### config.mk
export PLATFORM = sky130hd
export DESIGN_NAME = mode_ctrl
export DESIGN_NICKNAME = d
export VERILOG_FILES = /design/src/mode_ctrl.v /design/src/wake_timer.v /design/src/settle_timer.v
export VERILOG_INCLUDE_DIRS = /design/src
export SDC_FILE = /design/constraint.sdc
export NUM_CORES = 1
export LEC_CHECK = 0
export BUFFER_PORTS_ARGS = -buffer_cell sky130_fd_sc_hd__buf_2
export CORE_MARGIN = 3
export CORE_UTILIZATION = 50
export CTS_BUF_LIST = sky130_fd_sc_hd__clkbuf_4 sky130_fd_sc_hd__clkbuf_8
export DETAILED_ROUTE_END_ITERATION = 10
export GPL_TIMING_DRIVEN = 0
export PLACE_DENSITY = 0.74
export SETUP_SLACK_MARGIN = 0.2
export SLEW_MARGIN = 0
export SYNTH_ARGS = -nofsm -noshare
export SYNTH_HDL_FRONTEND = slang
export SYNTH_SLANG_ARGS = --single-unit
### constraint.sdc
create_clock -name sys_clk -period 4.2 [get_ports sys_clk]
set_clock_uncertainty 0.05 [all_clocks]
set_input_delay 0.63 -clock sys_clk [delete_from_list [all_inputs] [get_ports sys_clk]]
set_output_delay 0.63 -clock sys_clk [all_outputs]
set_load 0.005 [all_outputs]
### src/mode_ctrl_defines.vh
// Purpose: Register map, field positions, reset values and timing counts.
// Assumes: A 50 MHz system clock.
// Notes:   Indices are word indices; byte address is four times the index.
`ifndef MODE_CTRL_DEFINES_VH
`define MODE_CTRL_DEFINES_VH

`define OP1_INDEX        6'h07
`define OP2_INDEX        6'h08
`define INT_STAT_INDEX   6'h10
`define INT_MASK_INDEX   6'h11

`define OP1_RESET        8'h01
`define OP2_RESET        8'h00
`define INT_MASK_RESET   3'h0

`define OP1_SWRES        7
`define OP1_LBD_EN       6
`define OP1_WUT_EN       5
`define OP1_SLOW_SEL     4
`define OP1_TX_ON        3
`define OP1_RX_ON        2
`define OP1_SYNTH_ON     1
`define OP1_XTAL_ON      0

`define OP2_ANTDIV_HI    7
`define OP2_ANTDIV_LO    5
`define OP2_MULTI_PKT    4
`define OP2_AUTO_TX      3
`define OP2_LOW_DUTY     2
`define OP2_RX_FIFO_CLR  1
`define OP2_TX_FIFO_CLR  0

`define ST_WUT           0
`define ST_LBD           1
`define ST_RDY           2
`define ST_WIDTH         3
`define ST_RDY_LEVEL     7

`define CLK_MHZ          50
`define XTAL_SETTLE_US   10
`define XTAL_SETTLE_CYC  (`XTAL_SETTLE_US * `CLK_MHZ)
`define WUT_PERIOD_US    1000
`define WUT_PERIOD_CYC   (`WUT_PERIOD_US * `CLK_MHZ)

`endif

### src/mode_ctrl.v
// Purpose: Operating-mode and function-control register bank with events.
// Assumes: Avalon-MM slave, byte addresses, single sys_clk domain.
// Notes:   Every access takes two cycles; waitrequest drops in the second.
//
// Function
// RL1 - A one in the soft-reset bit restores all defaults; the bit reads zero.
// RL2 - The battery-monitor enable runs the low-battery detector while set.
// RL3 - The wake-up timer enable keeps the timer running in every mode.
// RL4 - Expiry of the enabled wake-up timer raises the pin interrupt.
// RL5 - The slow-clock select picks RC at zero and 32 kHz crystal at one.
// RL6 - In FIFO mode the transmit-on bit clears itself once a packet is sent.
// RL7 - The host may abort transmission, first choosing unmodulated carrier.
// RL8 - With multi-packet receive off, a valid packet clears receive-on.
// RL9 - The tune bit keeps the synthesizer running in idle.
// RL10 - The ready bit holds the crystal oscillator running.
// RL11 - Control 2 holds a 3-bit antenna field over five single-bit controls.
// RL12 - Chip ready rises after crystal settling once requested, until idle.
// RL13 - Control bits read back as written; self-clearing bits read zero.
//
// The Avalon-MM register port was left to the implementer.
`timescale 1ns/1ps
`include "mode_ctrl_defines.vh"
module mode_ctrl #(
  parameter [31:0] WUT_CYC = `WUT_PERIOD_CYC
)(
  input  wire        sys_clk,
  input  wire        srst,
  input  wire [7:0]  avs_address,
  input  wire        avs_read,
  input  wire        avs_write,
  input  wire [31:0] avs_writedata,
  input  wire [3:0]  avs_byteenable,
  output reg  [31:0] avs_readdata,
  output wire        avs_waitrequest,
  input  wire        batt_low_pin,
  input  wire        pkt_sent,
  input  wire        pkt_valid,
  input  wire        fifo_mode,
  output wire        lbd_enable,
  output wire        wut_enable,
  output wire        slow_clock_source_select,
  output wire        tx_enable,
  output wire        rx_enable,
  output wire        synth_idle_on,
  output wire        xtal_on,
  output wire [2:0]  antenna_div,
  output wire        multi_pkt_rx,
  output wire        auto_tx,
  output wire        low_duty_en,
  output wire        rx_fifo_clear,
  output wire        tx_fifo_clear,
  output wire        chip_ready,
  output reg         irq_r,
  output reg         gpio_irq_n_r
);

  localparam [31:0] SETTLE_CYC = `XTAL_SETTLE_CYC;

  reg  [7:0]            op1_r;
  reg  [7:0]            op2_r;
  reg  [`ST_WIDTH-1:0]  stat_r;
  reg  [`ST_WIDTH-1:0]  mask_r;
  reg                   ack_r;
  reg                   batt_meta_r;
  reg                   batt_sync_r;
  reg                   batt_prev_r;
  reg                   rdy_prev_r;
  wire                  req;
  wire                  wr_take;
  wire                  rd_load;
  wire [5:0]            wr_idx;
  wire                  wr_op1;
  wire                  wr_op2;
  wire                  wr_stat;
  wire                  wr_mask;
  wire                  settle_req;
  wire                  irq_any;
  wire                  soft_rst;
  wire                  wut_expire;
  wire                  rdy_level;
  wire                  lbd_event;
  wire [`ST_WIDTH-1:0]  events;
  wire [`ST_WIDTH-1:0]  stat_clr;
  wire [`ST_WIDTH-1:0]  stat_nxt;
  reg  [31:0]           rd_nxt;

  function [5:0] reg_index;
    input [7:0] addr;
    begin
      reg_index = addr[7:2];
    end
  endfunction

  // Every register write strobe is one decode of the taken write.
  function wr_hit;
    input       take;
    input [7:0] addr;
    input [5:0] index;
    begin
      wr_hit = take && (reg_index(addr) == index);
    end
  endfunction

  // The answer is always one cycle late, which keeps read data registered.
  assign req             = avs_read | avs_write;
  assign avs_waitrequest = req & ~ack_r;
  assign wr_take         = avs_write & ack_r & avs_byteenable[0];
  assign rd_load         = avs_read & ~ack_r;
  assign wr_idx          = reg_index(avs_address);
  assign wr_op1          = wr_hit(wr_take, avs_address, `OP1_INDEX);
  assign wr_op2          = wr_hit(wr_take, avs_address, `OP2_INDEX);
  assign wr_stat         = wr_hit(wr_take, avs_address, `INT_STAT_INDEX);
  assign wr_mask         = wr_hit(wr_take, avs_address, `INT_MASK_INDEX);

  // RL1 soft reset strobe.
  assign soft_rst = wr_op1 & avs_writedata[`OP1_SWRES];

  always @(posedge sys_clk)
  begin
    if (srst)
      ack_r <= 1'b0;
    else
      ack_r <= req & ~ack_r;
  end

  always @(posedge sys_clk)
  begin
    if (srst)
    begin
      op1_r <= `OP1_RESET;
      op2_r <= `OP2_RESET;
    end
    // RL1 restore all defaults.
    else if (soft_rst)
    begin
      op1_r <= `OP1_RESET;
      op2_r <= `OP2_RESET;
    end
    else
    begin
      // Software beats a self-clear that lands in the same cycle.
      if (wr_op1)
      begin
        // RL13 store written bits.
        op1_r <= {1'b0, avs_writedata[6:0]};
      end
      else
      begin
        // RL6 transmit self-clear.
        if (fifo_mode && pkt_sent)
          op1_r[`OP1_TX_ON] <= 1'b0;
        // RL8 receive self-clear.
        if (!op2_r[`OP2_MULTI_PKT] && pkt_valid)
          op1_r[`OP1_RX_ON] <= 1'b0;
      end
      // RL11 second register store.
      if (wr_op2)
        op2_r <= avs_writedata[7:0];
    end
  end

  // RL2 detector enable.
  assign lbd_enable = op1_r[`OP1_LBD_EN];
  // RL3 timer enable.
  assign wut_enable = op1_r[`OP1_WUT_EN];
  // RL5 slow clock select.
  assign slow_clock_source_select = op1_r[`OP1_SLOW_SEL];
  assign tx_enable = op1_r[`OP1_TX_ON];
  assign rx_enable = op1_r[`OP1_RX_ON];
  // RL9 synthesizer idle hold.
  assign synth_idle_on = op1_r[`OP1_SYNTH_ON];
  // RL10 crystal hold.
  assign xtal_on = op1_r[`OP1_XTAL_ON];
  // RL11 field outputs.
  assign antenna_div   = op2_r[`OP2_ANTDIV_HI:`OP2_ANTDIV_LO];
  assign multi_pkt_rx  = op2_r[`OP2_MULTI_PKT];
  assign auto_tx       = op2_r[`OP2_AUTO_TX];
  assign low_duty_en   = op2_r[`OP2_LOW_DUTY];
  assign rx_fifo_clear = op2_r[`OP2_RX_FIFO_CLR];
  assign tx_fifo_clear = op2_r[`OP2_TX_FIFO_CLR];

  // RL3 timer runs in any mode.
  wake_timer #(
    .PERIOD_CYC (WUT_CYC)
  ) u_wake_timer (
    .sys_clk    (sys_clk),
    .srst       (srst),
    .enable     (op1_r[`OP1_WUT_EN]),
    .expire_r   (wut_expire)
  );

  // Idle means crystal, transmitter and receiver are all off.
  assign settle_req = op1_r[`OP1_XTAL_ON] | op1_r[`OP1_TX_ON] |
                      op1_r[`OP1_RX_ON];

  // RL12 settle then ready.
  settle_timer #(
    .SETTLE_CYC (SETTLE_CYC)
  ) u_settle_timer (
    .sys_clk    (sys_clk),
    .srst       (srst),
    .request    (settle_req),
    .ready_r    (rdy_level)
  );

  assign chip_ready = rdy_level;

  // The comparator output is asynchronous, so it is synchronised first.
  always @(posedge sys_clk)
  begin
    if (srst)
    begin
      batt_meta_r <= 1'b0;
      batt_sync_r <= 1'b0;
      batt_prev_r <= 1'b0;
      rdy_prev_r  <= 1'b0;
    end
    else
    begin
      batt_meta_r <= batt_low_pin;
      batt_sync_r <= batt_meta_r;
      batt_prev_r <= batt_sync_r & op1_r[`OP1_LBD_EN];
      rdy_prev_r  <= rdy_level;
    end
  end

  // RL2 gated threshold event.
  assign lbd_event = batt_sync_r & op1_r[`OP1_LBD_EN] & ~batt_prev_r;

  assign events[`ST_WUT] = wut_expire;
  assign events[`ST_LBD] = lbd_event;
  assign events[`ST_RDY] = rdy_level & ~rdy_prev_r;

  assign stat_clr = wr_stat ?
                    avs_writedata[`ST_WIDTH-1:0] : {`ST_WIDTH{1'b0}};

  // A new event beats a clear landing in the same cycle.
  genvar gi;
  generate
    for (gi = 0; gi < `ST_WIDTH; gi = gi + 1)
    begin : g_stat
      assign stat_nxt[gi] = events[gi] |
                            (stat_r[gi] & ~stat_clr[gi] & ~soft_rst);
    end
  endgenerate

  always @(posedge sys_clk)
  begin
    if (srst)
    begin
      stat_r <= {`ST_WIDTH{1'b0}};
      mask_r <= `INT_MASK_RESET;
    end
    else
    begin
      stat_r <= stat_nxt;
      if (soft_rst)
        mask_r <= `INT_MASK_RESET;
      else if (wr_mask)
        mask_r <= avs_writedata[`ST_WIDTH-1:0];
    end
  end

  // Both pin polarities come from one term so they never disagree.
  assign irq_any = |(stat_r & mask_r);

  // RL4 interrupt on the pin.
  always @(posedge sys_clk)
  begin
    if (srst)
    begin
      irq_r        <= 1'b0;
      gpio_irq_n_r <= 1'b1;
    end
    else
    begin
      irq_r        <= irq_any;
      gpio_irq_n_r <= ~irq_any;
    end
  end

  // RL13 readback mux.
  always @*
  begin
    rd_nxt = 32'h00000000;
    case (wr_idx)
      `OP1_INDEX:
        rd_nxt[7:0] = op1_r;
      `OP2_INDEX:
        rd_nxt[7:0] = op2_r;
      `INT_STAT_INDEX:
      begin
        rd_nxt[`ST_WIDTH-1:0] = stat_r;
        rd_nxt[`ST_RDY_LEVEL] = rdy_level;
      end
      `INT_MASK_INDEX:
        rd_nxt[`ST_WIDTH-1:0] = mask_r;
      default:
        rd_nxt = 32'h00000000;
    endcase
  end

  always @(posedge sys_clk)
  begin
    if (srst)
      avs_readdata <= 32'h00000000;
    else if (rd_load)
      avs_readdata <= rd_nxt;
  end

endmodule

### src/wake_timer.v
// Purpose: Free-running wake-up timer with a one-cycle expiry pulse.
// Assumes: Enable comes from logic on the same clock.
// Notes:   Dropping the enable restarts the count from zero.
`timescale 1ns/1ps
module wake_timer #(
  parameter [31:0] PERIOD_CYC = 32'h0000C350
)(
  input  wire        sys_clk,
  input  wire        srst,
  input  wire        enable,
  output reg         expire_r
);

  reg  [31:0] cnt_r;
  wire        at_end;

  assign at_end = (cnt_r == (PERIOD_CYC - 32'h00000001));

  always @(posedge sys_clk)
  begin
    if (srst || !enable)
    begin
      cnt_r    <= 32'h00000000;
      expire_r <= 1'b0;
    end
    else if (at_end)
    begin
      cnt_r    <= 32'h00000000;
      expire_r <= 1'b1;
    end
    else
    begin
      cnt_r    <= cnt_r + 32'h00000001;
      expire_r <= 1'b0;
    end
  end

endmodule

### src/settle_timer.v
// Purpose: Crystal settling delay that raises a ready level.
// Assumes: Request is a level from logic on the same clock.
// Notes:   Ready holds until the request falls, which marks idle.
`timescale 1ns/1ps
module settle_timer #(
  parameter [31:0] SETTLE_CYC = 32'h000001F4
)(
  input  wire        sys_clk,
  input  wire        srst,
  input  wire        request,
  output reg         ready_r
);

  reg  [31:0] cnt_r;

  always @(posedge sys_clk)
  begin
    if (srst || !request)
    begin
      cnt_r   <= 32'h00000000;
      ready_r <= 1'b0;
    end
    else if (!ready_r)
    begin
      if (cnt_r == (SETTLE_CYC - 32'h00000001))
        ready_r <= 1'b1;
      else
        cnt_r <= cnt_r + 32'h00000001;
    end
  end

endmodule

== Word-level counts from Yosys, hierarchy flattened ==
Cells that the tools add are included.

* Bits in registers: 102
* Output and inout port bits: 51
* Logic and storage cells: 84

* $add $sub $neg: 2
* Eq/ne operators: 6
* Multiplexer cells: 10
* Bitwise operators: 31
* Reduce and logical (&&, ||, !) cells: 17

{| class="wikitable"
|+ Operator list
! kind !! count
|-
| $add A32 B1 Y32 const B || 2
|-
| $eq A32 B16 Y1 const B || 1
|-
| $eq A32 B9 Y1 const B || 1
|-
| $and A1 B1 Y1 || 14
|-
| $eq A6 B5 Y1 const B || 2
|-
| $pmux W3 S4 || 1
|-
| $not A1 Y1 || 10
|-
| $pmux W4 S2 || 1
|-
| $eq A6 B3 Y1 const B || 1
|-
| $eq A6 B4 Y1 const B || 1
|-
| $logic_and A1 B1 Y1 || 6
|-
| $or A1 B1 Y1 || 6
|-
| $mux W1 || 5
|-
| $reduce_bool A2 Y1 || 2
|-
| $reduce_or A2 Y1 || 2
|-
| $and A3 B3 Y3 || 1
|-
| $logic_not A1 Y1 || 3
|-
| $mux W3 || 1
|-
| $reduce_or A3 Y1 || 1
|-
| $logic_or A1 B1 Y1 || 2
|-
| $mux W2 || 1
|-
| $pmux W1 S2 || 1
|-
| $reduce_and A2 Y1 || 1
|}

== Logic depth before layout (Yosys ltp) ==
Gate-level depths: netlist of run 1.

* Word-level depth: 8
* Gate-level depth with buffers: 9
* Depth with buffers taken out: 6

== Hierarchy ==
A second synthesis of run 1 with hierarchy kept.

* Cell total of the unflattened synthesis: 575
* Area, all modules: 4992.3 µm²

{| class="wikitable"
|+ By module, submodules not included
! module !! times used !! cells an instance !! area each (µm²)
|-
| mode_ctrl || 1 || 202 || 1742.9
|-
| settle_timer || 1 || 189 || 1627.8
|-
| wake_timer || 1 || 184 || 1621.6
|}

== Worst setup path after synthesis of run 1 ==
OpenSTA, ideal clock, no wires.

* Kind: input port to flip-flop
* From: input avs_address[2]
* To: register mask_r[0]
* Setup time: 117 ps
* Arrival: 2302 ps
* Data required time: 4033 ps
* Slack: 1731 ps
* Stages on the path: 9
* Path through: buf_2 > nand4b_1 > nor3_1 > and2_1 > buf_2 > a21o_1 > buf_2 > buf_2 > nor2_1

* Word-level cells in the longest chain between the ends: 4
* Elaborated cells on any way between the ends: 6

{| class="wikitable"
|+ RTL lines
! what !! line !! text
|-
| from (decl) || mode_ctrl.v:28 || <nowiki>input wire [7:0] avs_address,</nowiki>
|-
| $eq A6 B3 Y1 || - ||
|-
| $logic_and A1 B1 Y1 || mode_ctrl.v:100 || <nowiki>wr_hit = take && (reg_index(addr) == index);</nowiki>
|-
| $and A1 B1 Y1 || mode_ctrl.v:116 || <nowiki>assign soft_rst = wr_op1 & avs_writedata[`OP1_SWRES];</nowiki>
|-
| $reduce_or A2 Y1 (no source line) || - ||
|-
| to (signal assigned) || mode_ctrl.v:252 || <nowiki>mask_r <= `INT_MASK_RESET;</nowiki>
|-
| to (signal assigned) || mode_ctrl.v:258 || <nowiki>mask_r <= `INT_MASK_RESET;</nowiki>
|-
| to (signal assigned) || mode_ctrl.v:260 || <nowiki>mask_r <= avs_writedata[`ST_WIDTH-1:0];</nowiki>
|-
| to (decl) || mode_ctrl.v:62 || <nowiki>reg [`ST_WIDTH-1:0] mask_r;</nowiki>
|}

Parallel ways exist; a longest one is shown, timed or not.
A chain may end at the register's enable or synchronous reset.

== Final worst setup path of run 1 ==
* From: input avs_address[2]
* To: register op1_r[5]

* Word-level cells in the longest chain between the ends: 4

{| class="wikitable"
|+ RTL lines
! what !! line !! text
|-
| $eq A6 B3 Y1 * || - ||
|-
| $logic_and A1 B1 Y1 * || mode_ctrl.v:100 ||
|-
| $and A1 B1 Y1 || mode_ctrl.v:116 ||
|-
| $reduce_or A2 Y1 (no source line) || - ||
|-
| to (signal assigned) || mode_ctrl.v:130 || <nowiki>op1_r <= `OP1_RESET;</nowiki>
|-
| to (signal assigned) || mode_ctrl.v:136 || <nowiki>op1_r <= `OP1_RESET;</nowiki>
|-
| to (signal assigned) || mode_ctrl.v:145 || <nowiki>op1_r <= {1'b0, avs_writedata[6:0]};</nowiki>
|-
| to (decl) || mode_ctrl.v:59 || <nowiki>reg [7:0] op1_r;</nowiki>
|}

Mark *: on every way between the ends. The rest lies on a longest branch, timed or not.

==> metrics.md, run 1 <==
| Metric | Value |
|---|---|
| Maximum vdd drop | `0.167 mV` |
| Final period util | `64.7%` |
| CTS Hold Bufs | `0` |
| Ys async rst share | `0%` |
| Number of global-route vias before repair | `3785` |
| Status | `finished, final reports clean` |
| Total core area | `0.00893 sq mm` |
| Top cells by area, synth | `dfxtp_1 (44%), nor2_1 (6.8%), xor2_1 (6.5%)` |
| CTS tree | `built` |
| Category of the worst setup path launch point | `input port` |
| DRC | `0` |
| Warnings, synthesis | `0` |
| Diodes inserted | `0` |
| Worst setup path class | `in -> reg` |
| Yosys top cell area share | `43.5%` |
| Share of layout cells above drive strength 1 | `15.3%` |
| Post-layout min period | `2.72 ns` |
| WHS Path Cells | `1` |
| Crit-path cells | `buf_2 -> nand4b_1 -> nor3_1 -> and2_1 -> buf_2 -> a21o_1 -> buf_2 -> buf_2 -> nor2_1` |
| Total Routed Length | `10200 um` |
| WL/cell | `13.6 um` |
| Buf/Inv on CP | `4` |
| Overflow after GRT | `0` |
| Fill cells | `842` |
| Design area | `0.00533 sq mm` |
| Std cell rows | `34` |
| Reg2Reg Setup Slack | `1.70 ns` |
| Vias | `4087` |
| Worst-case reg-to-reg path depth | `7` |
| Die area | `0.0106 sq mm` |
| Count leader, synth | `dfxtp_1` |
| Synthesized cell area | `0.00469 sq mm` |
| Starting Density | `52.5%` |
| First-pass GRT wire length | `16800 um` |
| DR pass1 iterations | `4` |
| Crit end category | `register` |
| Die X | `103 um` |
| Area leader, netlist | `dfxtp_1` |
| Fmax | `0.368 GHz` |
| CTS sink cnt | `102` |
| GR Util All Layers | `19.6%` |
| Mean Syn Cell Area | `8.46 sq um` |
| Hold WC Path Type | `reg -> reg` |
| Routability Congestion | `0.860` |
| Io pins | `103` |
| Htree depth | `3` |
| Inserted Clock Buffers | `9` |
| Pleak | `2.05 nW` |
| Detailed-route vias per instance | `5.46` |
| Endpoints failing hold | `0` |
| Crit Path Max Fanout | `10` |
| CP top delay family | `simple AND/OR/NAND/NOR gates` |
| Slew Viols, Final | `0` |
| Critical path required time | `4.41 ns` |
| Post-synthesis cell count | `555` |
| Sequential-to-total area share from yosys stat | `43.5%` |
| Worst-Margin Slew | `1.19 ns` |
| RSZ-0062 raised after global routing | `false` |
| Initial drt markers | `174` |
| Post-CTS resize count | `0` |
| Most used flip-flop cell after synthesis | `dfxtp_1` |
| Final HPWL DP | `7500 um` |
| Worst path depth | `9` |
| Delay of the slowest cell on the worst path | `0.92 ns` |
| Yosys cell types | `43` |
| Final Util | `59.7%` |
| #FFs+latches synth | `102` |
| Power per cell area | `306 mW/mm^2` |
| Initial antenna violation count | `0` |
| Setup bufs post-CTS | `0` |
| Post-synth EDFFs | `0` |
| Largest net degree at the start of global routing | `19` |
| Most used cell, CP | `buf_2` |
| Setup violations, final | `0` |
| Area grow syn2layout | `13.6%` |
| Clock latency on the worst-skew pair | `0.37 ns` |
| Max-slew headroom | `20.0%` |
| Worst-path clk slew | `0.09 ns` |
| CTS Buffer Depth | `2` |
| Crit path max-delay cell type | `nor3_1` |
| Setup TNS | `0 ns` |
| DIE HEIGHT | `103 um` |
| Post-synth top cells | `dfxtp_1 (102), nor2_1 (85), nand3_1 (46)` |
| Max Cap Viol | `0` |
| Port-buffer cells | `47` |
| Cell Area, Placed | `0.00515 sq mm` |
| Clock Tree Root | `clkbuf_8` |
| Routed Antenna Nets | `0` |
| Crit path arrival time | `2.92 ns` |
| # nets final | `690` |
placed cells by master (no fill, tap or decap), types with 4 or more instances in the layout:
| cell type | synthesis | final |
|---|---|---|
| a21oi_1 | 26 | 26 |
| a221oi_1 | 5 | 5 |
| and2_1 | 4 | 4 |
| and3_1 | 15 | 15 |
| and4_1 | 7 | 7 |
| buf_2 | 4 | 51 |
| buf_4 | 24 | 24 |
| clkbuf_1 | 15 | 15 |
| clkbuf_8 | 0 | 9 |
| conb_1 | 1 | 24 |
| dfxtp_1 | 102 | 102 |
| inv_1 | 8 | 8 |
| mux2i_1 | 9 | 9 |
| nand2_1 | 37 | 37 |
| nand3_1 | 46 | 46 |
| nand4_1 | 23 | 23 |
| nor2_1 | 85 | 85 |
| nor3_1 | 13 | 13 |
| nor4_1 | 10 | 10 |
| o21ai_0 | 14 | 14 |
| o31ai_1 | 4 | 4 |
| or3_1 | 8 | 8 |
| or4_1 | 8 | 8 |
| xnor2_1 | 14 | 14 |
| xor2_1 | 35 | 35 |
final timing paths:
check	startpoint	end
min	batt_meta_r	batt_sync_r
max	avs_address[2]	op1_r[5]
max reg2reg	u_settle_timer.cnt_r[0]	u_settle_timer.cnt_r[14]
min reg2reg	batt_meta_r	batt_sync_r
registers in the layout (all words and copies together), names as in the netlist, 3 cells and up:
name and cells:
op2_r 8, mask_r 3, op1_r 7, u_wake_timer.cnt_r 32, stat_r 3, u_settle_timer.cnt_r 32
avs_readdata 8
worst register-to-register path: cells and delay by family (launching register included):
kind                     cells  cell delay, ns
adder cells (fa/ha/maj)      1            0.22
AND/OR/NAND/NOR              2            0.58
buffers and inverters        1            0.39
flip-flops                   1            0.42
AO/OA/AOI/OAI                3            0.78
report_power, final:
| part | internal, W | switching (W) |
|---|---|---|
| Clock | 0.000224 | 0.000344 |
| Sequential | 0.000974 | 0.00000614 |
| Combinational | 0.0000377 | 0.0000448 |
| Total | 0.00124 | 0.000395 |
routing by layer:
metal / up-vias / wire length, um / track usage, %
met5: - / 0 / 0
met4: 0 / 138 / 6.27
met3: 15 / 430 / 4.06
met2: 87 / 4970 / 33.3
met1: 1916 / 4640 / 24.8
li1: 2069 / - / -
cell type report:
class / count / area, sq um / area share (%)
Tap cell: 108 / 135 / 2.53
Clock inverter: 7 / 57.6 / 1.08
Buffer: 46 / 268 / 5.02
Inverter: 8 / 30.0 / 0.563
Sequential cell: 102 / 2040 / 38.3
Clock buffer: 9 / 124 / 2.32
Multi-Input combinational cell: 422 / 2440 / 45.8
Timing Repair Buffer: 47 / 235 / 4.41
metrics by stage:
stage          hold slack [ns]  power [W]  setup slack [ns]  cells
3_3_place_gp             0.373    0.00108              1.25    733
5_1_grt                  0.420    0.00169              1.38    749
6_report                 0.393    0.00163              1.48    749
4_1_cts                  0.397    0.00165              1.58    749
3_5_place_dp             0.374    0.00108              1.19    733
2_1_floorplan            0.364    0.00105              1.73    578
cell families (layout without fill, tap and decap cells):
logic type	count (synthesis)	after routing	share of synthesized area, %
AOI/OAI and AO/OA	60	60	7.84
xor gates and xnor gates	49	49	9.14
adders and majority gates	2	2	0.533
buffers and inverters	54	117	6.34
DFF	102	102	43.5
muxes	9	9	1.92
other	1	24	0.0799
and+or+nand+nor	278	278	30.6
(Power assumes the default switching activity.)
==> run 2, diff against run 1 <==
--- a/config.mk
+++ b/config.mk
@@ -12,7 +12,7 @@
 export CTS_BUF_LIST = sky130_fd_sc_hd__clkbuf_4 sky130_fd_sc_hd__clkbuf_8
 export DETAILED_ROUTE_END_ITERATION = 10
 export GPL_TIMING_DRIVEN = 0
-export PLACE_DENSITY = 0.74
+export PLACE_DENSITY = 0.77
 export SETUP_SLACK_MARGIN = 0.2
 export SLEW_MARGIN = 0
 export SYNTH_ARGS = -nofsm -noshare
==> constraint.sdc (replaced) <==
create_clock -name sys_clk -period 2.21 [get_ports sys_clk]
set_clock_uncertainty 0.05 [all_clocks]
set_input_delay 0.3315 -clock sys_clk [delete_from_list [all_inputs] [get_ports sys_clk]]
set_output_delay 0.3315 -clock sys_clk [all_outputs]
set_load 0.005 [all_outputs]
==> run 2 against run 1 <==
- combinational power grew 110%
- global-route usage grew 0.65 points
- clock power grew 99%
- count of clock-buffer cells in the layout grew 1
- sequential share of layout area shrank 1.4 points
- via count grew 4.7%
- register-to-register slack lost 1.6 ns
- critical path depth shrank 4
- die area is the same
- cell count grew 2.1%
- flip-flop and latch count is the same
- largest power group unchanged
==> metrics.md, run 2 (synthesis results as in run 1) <==
| Metric | Value |
|---|---|
| Vias | `4279 (+4.7%)` |
| Min-delay src | `avs_writedata[3]` |
| CP top delay family | `simple AND/OR/NAND/NOR gates` |
| Cell Area, Placed | `0.00516 sq mm (+0.17%)` |
| Overflow after GRT | `0 (unchanged)` |
| CTS Hold Bufs | `0 (unchanged)` |
| Post-layout min period | `2.08 ns` |
| Category of the worst setup path launch point | `register` |
| Hold EP | `op1_r[3]` |
| Fmax | `0.481 GHz` |
| Max-slew headroom | `54.5% (+35 points)` |
| DIE HEIGHT | `103 um (unchanged)` |
| Initial drt markers | `216 (+24%)` |
| Most used cell, CP | `or4_4` |
| Reg2Reg Setup Slack | `0.13 ns (-1.57 ns)` |
| Worst-case reg-to-reg path depth | `5 (-2)` |
| Delay of the slowest cell on the worst path | `0.55 ns (-0.37 ns)` |
| Initial antenna violation count | `0 (unchanged)` |
| Worst-path clk slew | `0.11 ns (+0.02 ns)` |
| RSZ-0062 raised after global routing | `true` |
| Crit end category | `register` |
| Buf/Inv on CP | `0 (-4)` |
| Worst-Margin Slew | `0.677 ns (-0.514 ns)` |
| Area grow syn2layout | `20.7%` |
| Routed Antenna Nets | `0 (unchanged)` |
| Total Routed Length | `11000 um (+7.6%)` |
| Diodes inserted | `0 (unchanged)` |
| Pleak | `2.25 nW (+10%)` |
| Design area | `0.00567 sq mm (+6.3%)` |
| Worst setup path class | `reg -> reg` |
| CTS tree | `built` |
| Hold WC Path Type | `in -> reg` |
| Final HPWL DP | `7580 um (+1.2%)` |
| Total core area | `0.00893 sq mm (unchanged)` |
| Critical path required time | `2.47 ns (-1.94 ns)` |
| CTS Buffer Depth | `2 (unchanged)` |
| DRC | `0 (unchanged)` |
| # nets final | `706 (+2.3%)` |
| Die X | `103 um (unchanged)` |
| Clock latency on the worst-skew pair | `0.38 ns (about the same)` |
| Final Util | `63.4% (+3.8 points)` |
| Commonest cells after routing, fill and taps aside | `nor2_1 (84), dfxtp_1 (83), buf_2 (50)` |
| Detailed-route vias per instance | `5.59 (+2.5%)` |
| CTS sink cnt | `102 (unchanged)` |
| Terminus of the critical flop-to-flop path | `u_settle_timer.cnt_r[28]` |
| Final period util | `94.1%` |
| Number of global-route vias before repair | `3875 (+2.4%)` |
| Die area | `0.0106 sq mm (unchanged)` |
| Setup violations, final | `0 (unchanged)` |
| Port-buffer cells | `47 (unchanged)` |
| Worst reg2reg startpoint | `u_settle_timer.cnt_r[4]` |
| Endpoints failing hold | `0 (unchanged)` |
| Clock Tree Root | `clkbuf_8` |
| GR Util All Layers | `20.2% (+0.65 points)` |
| Slew Viols, Final | `0 (unchanged)` |
| Power per cell area | `558 mW/mm^2 (+82%)` |
| Maximum vdd drop | `0.306 mV (+83%)` |
| Std cell rows | `34 (unchanged)` |
| Crit Path Max Fanout | `6 (-4)` |
| Crit path arrival time | `2.34 ns (-0.58 ns)` |
| Crit-path cells | `nand4_4 -> or4_4 -> or4_4 -> or3_1 -> a21oi_1` |
| Share of layout cells above drive strength 1 | `23.9% (+8.6 points)` |
| Total Power | `0.00316 W (+94%)` |
| Starting Density | `52.5% (unchanged)` |
| Max Cap Viol | `0 (unchanged)` |
| Routability Congestion | `0.878 (+2.1%)` |
| Inserted Clock Buffers | `9 (unchanged)` |
| WHS Path Cells | `3 (+2)` |
| DR pass1 iterations | `5 (+1)` |
| Crit path max-delay cell type | `or4_4` |
| WL/cell | `14.3 um (+5.4%)` |
| Commonest non-fill, non-tap cell in the layout | `nor2_1` |
| Io pins | `103 (unchanged)` |
| Status | `finished, final reports clean` |
| First-pass GRT wire length | `17400 um (+3.4%)` |
| Htree depth | `3 (unchanged)` |
| Biggest registers after layout | `u_settle_timer.cnt_r (32), u_wake_timer.cnt_r (32)` |
| Largest net degree at the start of global routing | `19 (unchanged)` |
[run 2: changes by cell type in the layout (fill, tap and decap cells not counted), moves of 4 or more]
cell      delta
dfxtp_2      +9
clkbuf_2     +4
dfxtp_4     +10
buf_4       +17
dfxtp_1     -19
clkbuf_1     -8
clkbuf_4     +6
[run 2: what timing repair did]
| item | CTS | global route |
|---|---|---|
| pin swaps | 4 | 11 |
| resized for setup | 38 | 33 |
| setup buffers | 2 | 14 |
| setup endpoints to repair | 60 | 64 |
[run 2: cell type report]
class	count	area, sq um
fill	733	3270
multi-input combinational	422	2570
sequential	102	2090
timing repair buffer	63	355
buffer	46	294
tap	108	135
clock buffer	10	131
clock inverter	6	55.1
inverter	8	30.0
[run 2: worst reg2reg max path: cells and delay by family, from the launching register on]
kind	cells	cell delay, ns
AO/OA/AOI/OAI	1	0.14
flip-flops	1	0.40
AND/OR/NAND/NOR	4	1.42
[run 2: worst max path at each step]
stage	startpoint	cells past startpoint	slack, ns	to
detailed placement	u_settle_timer.cnt_r[1]	7	-0.25	u_settle_timer.cnt_r[13]
CTS	u_settle_timer.cnt_r[11]	5	0.11	u_settle_timer.cnt_r[28]
finish	u_settle_timer.cnt_r[4]	5	0.13	u_settle_timer.cnt_r[28]
floorplan	u_settle_timer.cnt_r[9]	5	0.07	u_settle_timer.cnt_r[28]
global route	u_settle_timer.cnt_r[4]	5	0.08	u_settle_timer.cnt_r[28]
global placement	u_settle_timer.cnt_r[1]	7	-0.21	u_settle_timer.cnt_r[14]
[run 2: per-layer routing]
metal / up-vias / track usage, % / part of all wire (%)
met4: 0 / 7.47 / 1.8
met2: 118 / 33.4 / 49
met5: - / 0 / 0
met3: 25 / 3.52 / 4.1
li1: 2109 / - / -
met1: 2027 / 26.5 / 45
[run 2: through the flow]
| step | setup WS (ns) | TNS [ns] | hold WS [ns] | instances |
|---|---|---|---|---|
| after floorplan | 0.0705 | 0 | 0.364 | 578 |
| after global placement | -0.208 | -3.24 | 0.373 | 733 |
| after detailed placement | -0.247 | -5.47 | 0.377 | 733 |
| after CTS | 0.106 | 0 | 0.134 | 751 |
| after global routing | 0.0808 | 0 | 0.139 | 765 |
| final | 0.131 | 0 | 0.140 | 765 |
[run 2: power by group]
part	switching [W]	internal (W)
Clock	0.000688	0.000443
Combinational	0.0000926	0.0000827
Sequential	0.0000134	0.00184
==> run 3, diff against run 2 <==
--- a/config.mk
+++ b/config.mk
@@ -9,10 +9,10 @@
 export BUFFER_PORTS_ARGS = -buffer_cell sky130_fd_sc_hd__buf_2
 export CORE_MARGIN = 3
 export CORE_UTILIZATION = 50
-export CTS_BUF_LIST = sky130_fd_sc_hd__clkbuf_4 sky130_fd_sc_hd__clkbuf_8
+export CTS_BUF_LIST = sky130_fd_sc_hd__clkbuf_16
 export DETAILED_ROUTE_END_ITERATION = 10
 export GPL_TIMING_DRIVEN = 0
-export PLACE_DENSITY = 0.77
+export PLACE_DENSITY = 0.74
 export SETUP_SLACK_MARGIN = 0.2
 export SLEW_MARGIN = 0
 export SYNTH_ARGS = -nofsm -noshare
==> constraint.sdc (replaced) <==
create_clock -name sys_clk -period 2.55 [get_ports sys_clk]
set_clock_uncertainty 0.05 [all_clocks]
set_input_delay 0.3825 -clock sys_clk [delete_from_list [all_inputs] [get_ports sys_clk]]
set_output_delay 0.3825 -clock sys_clk [all_outputs]
set_load 0.005 [all_outputs]
==> run 3 against run 2 <==
- cell count shrank 2.1%
- flip-flop and latch count unchanged
- utilization shrank 1.7 points
- first-iteration DRC count decreased by 14%
- non-clock buffer count shrank 16
- critical path depth up 1
- register-to-register slack gained 0.11 ns
- die area unchanged
- routed wire length decreased by 5.7%
- critical endpoint unchanged
- largest cell class unchanged
==> metrics.md, run 3 (synthesis results as in run 1) <==
| Metric | Value |
|---|---|
| Crit path max-delay cell type | `or4_1` |
| Category of the worst setup path launch point | `register` |
| Largest net degree at the start of global routing | `19 (unchanged)` |
| Pleak | `2.14 nW (-4.9%)` |
| Starting Density | `52.5% (unchanged)` |
| Worst setup path class | `reg -> reg` |
| Power per cell area | `552 mW/mm^2 (-1.1%)` |
| Critical path required time | `2.77 ns (+0.30 ns)` |
| Port-buffer cells | `47 (unchanged)` |
| Footprint of the multi-input gates | `0.00251 sq mm (-2.7%)` |
| Worst-path clk slew | `0.07 ns (-0.04 ns)` |
| CTS Hold Bufs | `0 (unchanged)` |
| Setup violations, final | `0 (unchanged)` |
| Slew Viols, Final | `0 (unchanged)` |
| Final HPWL DP | `7500 um (-1.2%)` |
| Total Power | `0.00304 W (-3.7%)` |
| Routability Congestion | `0.860 (-2.1%)` |
| CTS Buffer Depth | `2 (unchanged)` |
| Placed insts | `733 (unchanged)` |
| Maximum vdd drop | `0.390 mV (+27%)` |
| Max Cap Viol | `0 (unchanged)` |
| Endpoints failing hold | `0 (unchanged)` |
| Crit end category | `register` |
| # nets final | `690 (-2.3%)` |
| Fin worst setup slack | `0.238 ns (+0.107 ns)` |
| WL/cell | `13.8 um (-3.7%)` |
| CP top delay family | `simple AND/OR/NAND/NOR gates` |
| DRC | `0 (unchanged)` |
| Register area | `0.00205 sq mm (-1.7%)` |
| CTS tree | `built` |
| Area grow syn2layout | `17.6%` |
| Io pins | `103 (unchanged)` |
| Fill cells | `812 (+11%)` |
| Delay of the slowest cell on the worst path | `0.53 ns (-0.02 ns)` |
| Setup bufs post-CTS | `0 (-2)` |
| Die X | `103 um (unchanged)` |
| Clock latency on the worst-skew pair | `0.34 ns (-0.04 ns)` |
| Detailed-route vias per instance | `5.45 (-2.6%)` |
| Commonest non-fill, non-tap cell in the layout | `dfxtp_1` |
| Crit path arrival time | `2.54 ns (+0.20 ns)` |
| Crit Path Max Fanout | `5 (-1)` |
| Die area | `0.0106 sq mm (unchanged)` |
| Commonest cells after routing, fill and taps aside | `dfxtp_1 (94), nor2_1 (85), buf_2 (51)` |
| Worst-Margin Slew | `1.01 ns (+0.331 ns)` |
| Diodes inserted | `0 (unchanged)` |
| Std cell rows | `34 (unchanged)` |
| Inserted Clock Buffers | `9 (unchanged)` |
| Final period util | `90.7% (-3.4 points)` |
| Setup WS pre-CTS | `-0.216 ns (+0.0311 ns)` |
| Max-slew headroom | `32.2% (-22 points)` |
| Crit-path cells | `ha_4 -> nand3_4 -> or4_4 -> or4_1 -> or3_1 -> a21oi_1` |
| Final Util | `61.8% (-1.7 points)` |
| Buf/Inv on CP | `0 (unchanged)` |
| DIE HEIGHT | `103 um (unchanged)` |
| Clock Tree Root | `clkbuf_16` |
| Final Non-Filler Cells | `749 (-2.1%)` |
| Hold WC Path Type | `in -> reg` |
| First-pass GRT wire length | `17000 um (-2.7%)` |
| Total core area | `0.00893 sq mm (unchanged)` |
| Total Routed Length | `10300 um (-5.7%)` |
| Initial antenna violation count | `0 (unchanged)` |
| CTS sink cnt | `102 (unchanged)` |
| Post-layout min period | `2.31 ns (+0.233 ns)` |
| Vias | `4080 (-4.7%)` |
| Biggest registers after layout | `u_settle_timer.cnt_r (32), u_wake_timer.cnt_r (32)` |
| Share of layout cells above drive strength 1 | `18.1% (-5.8 points)` |
| Design area | `0.00552 sq mm (-2.6%)` |
| Initial drt markers | `185 (-14%)` |
| Htree depth | `3 (unchanged)` |
| Overflow after GRT | `0 (unchanged)` |
| Status | `finished, final reports clean` |
| Routed Antenna Nets | `0 (unchanged)` |
| DR pass1 iterations | `7 (+2)` |
| RSZ-0062 raised after global routing | `false` |
| GR Util All Layers | `19.7% (-0.55 points)` |
| Number of global-route vias before repair | `3760 (-3.0%)` |
| Fmax | `0.433 GHz (-10%)` |
| Cell Area, Placed | `0.00515 sq mm (-0.17%)` |
-- run 3: final timing paths --
| check | slack, ns | start | to | cells past startpoint |
|---|---|---|---|---|
| max | 0.24 | u_settle_timer.cnt_r[1] | u_settle_timer.cnt_r[28] | 6 |
| min | 0.22 | batt_low_pin | batt_meta_r | 2 |
| max reg2reg | 0.24 | u_settle_timer.cnt_r[1] | u_settle_timer.cnt_r[28] | 6 |
| min reg2reg | 0.39 | batt_meta_r | batt_sync_r | 1 |
-- run 3: per-stage QoR --
step / TNS [ns] / hold slack, ns
finish: 0 / 0.224
global route: 0 / 0.238
global placement: -1.44 / 0.373
detailed placement: -2.04 / 0.374
CTS: 0 / 0.224
floorplan: 0 / 0.364
-- run 3: worst register-to-register path: cells and delay by family (launching register included) --
family          cells  cell delay [ns]
flops               1             0.39
fa+ha+maj           1             0.17
simple gates        4             1.51
compound gates      1             0.14
-- run 3: layer usage --
layer | global-route usage, % | part of all wire, % | wire length, um
met1 | 25.2 | 45 | 4620
met2 | 33.7 | 50 | 5130
met3 | 3.92 | 4.6 | 477
met4 | 5.68 | 0.99 | 102
met5 | 0 | 0 | 0
-- run 3: layout make-up --
| type | instances | share of cell area, % |
|---|---|---|
| multi-input combinational | 422 | 45.4 |
| sequential | 102 | 37.2 |
| buffer | 46 | 4.97 |
| timing repair buffer | 47 | 4.26 |
| clock buffer | 9 | 4.08 |
| tap | 108 | 2.45 |
| clock inverter | 7 | 1.04 |
| inverter | 8 | 0.544 |
-- run 3: power breakdown --
part	internal, W	switching [W]	total (W)
sequential	0.00160	0.0000122	0.00162
clock	0.000675	0.000614	0.00129
combinational	0.0000644	0.0000748	0.000139
total	0.00234	0.000701	0.00304
-- run 3: repair_timing --
item,in CTS,in global routing
gates cloned,0,0
resized for setup,4,26
setup endpoints to repair,16,47
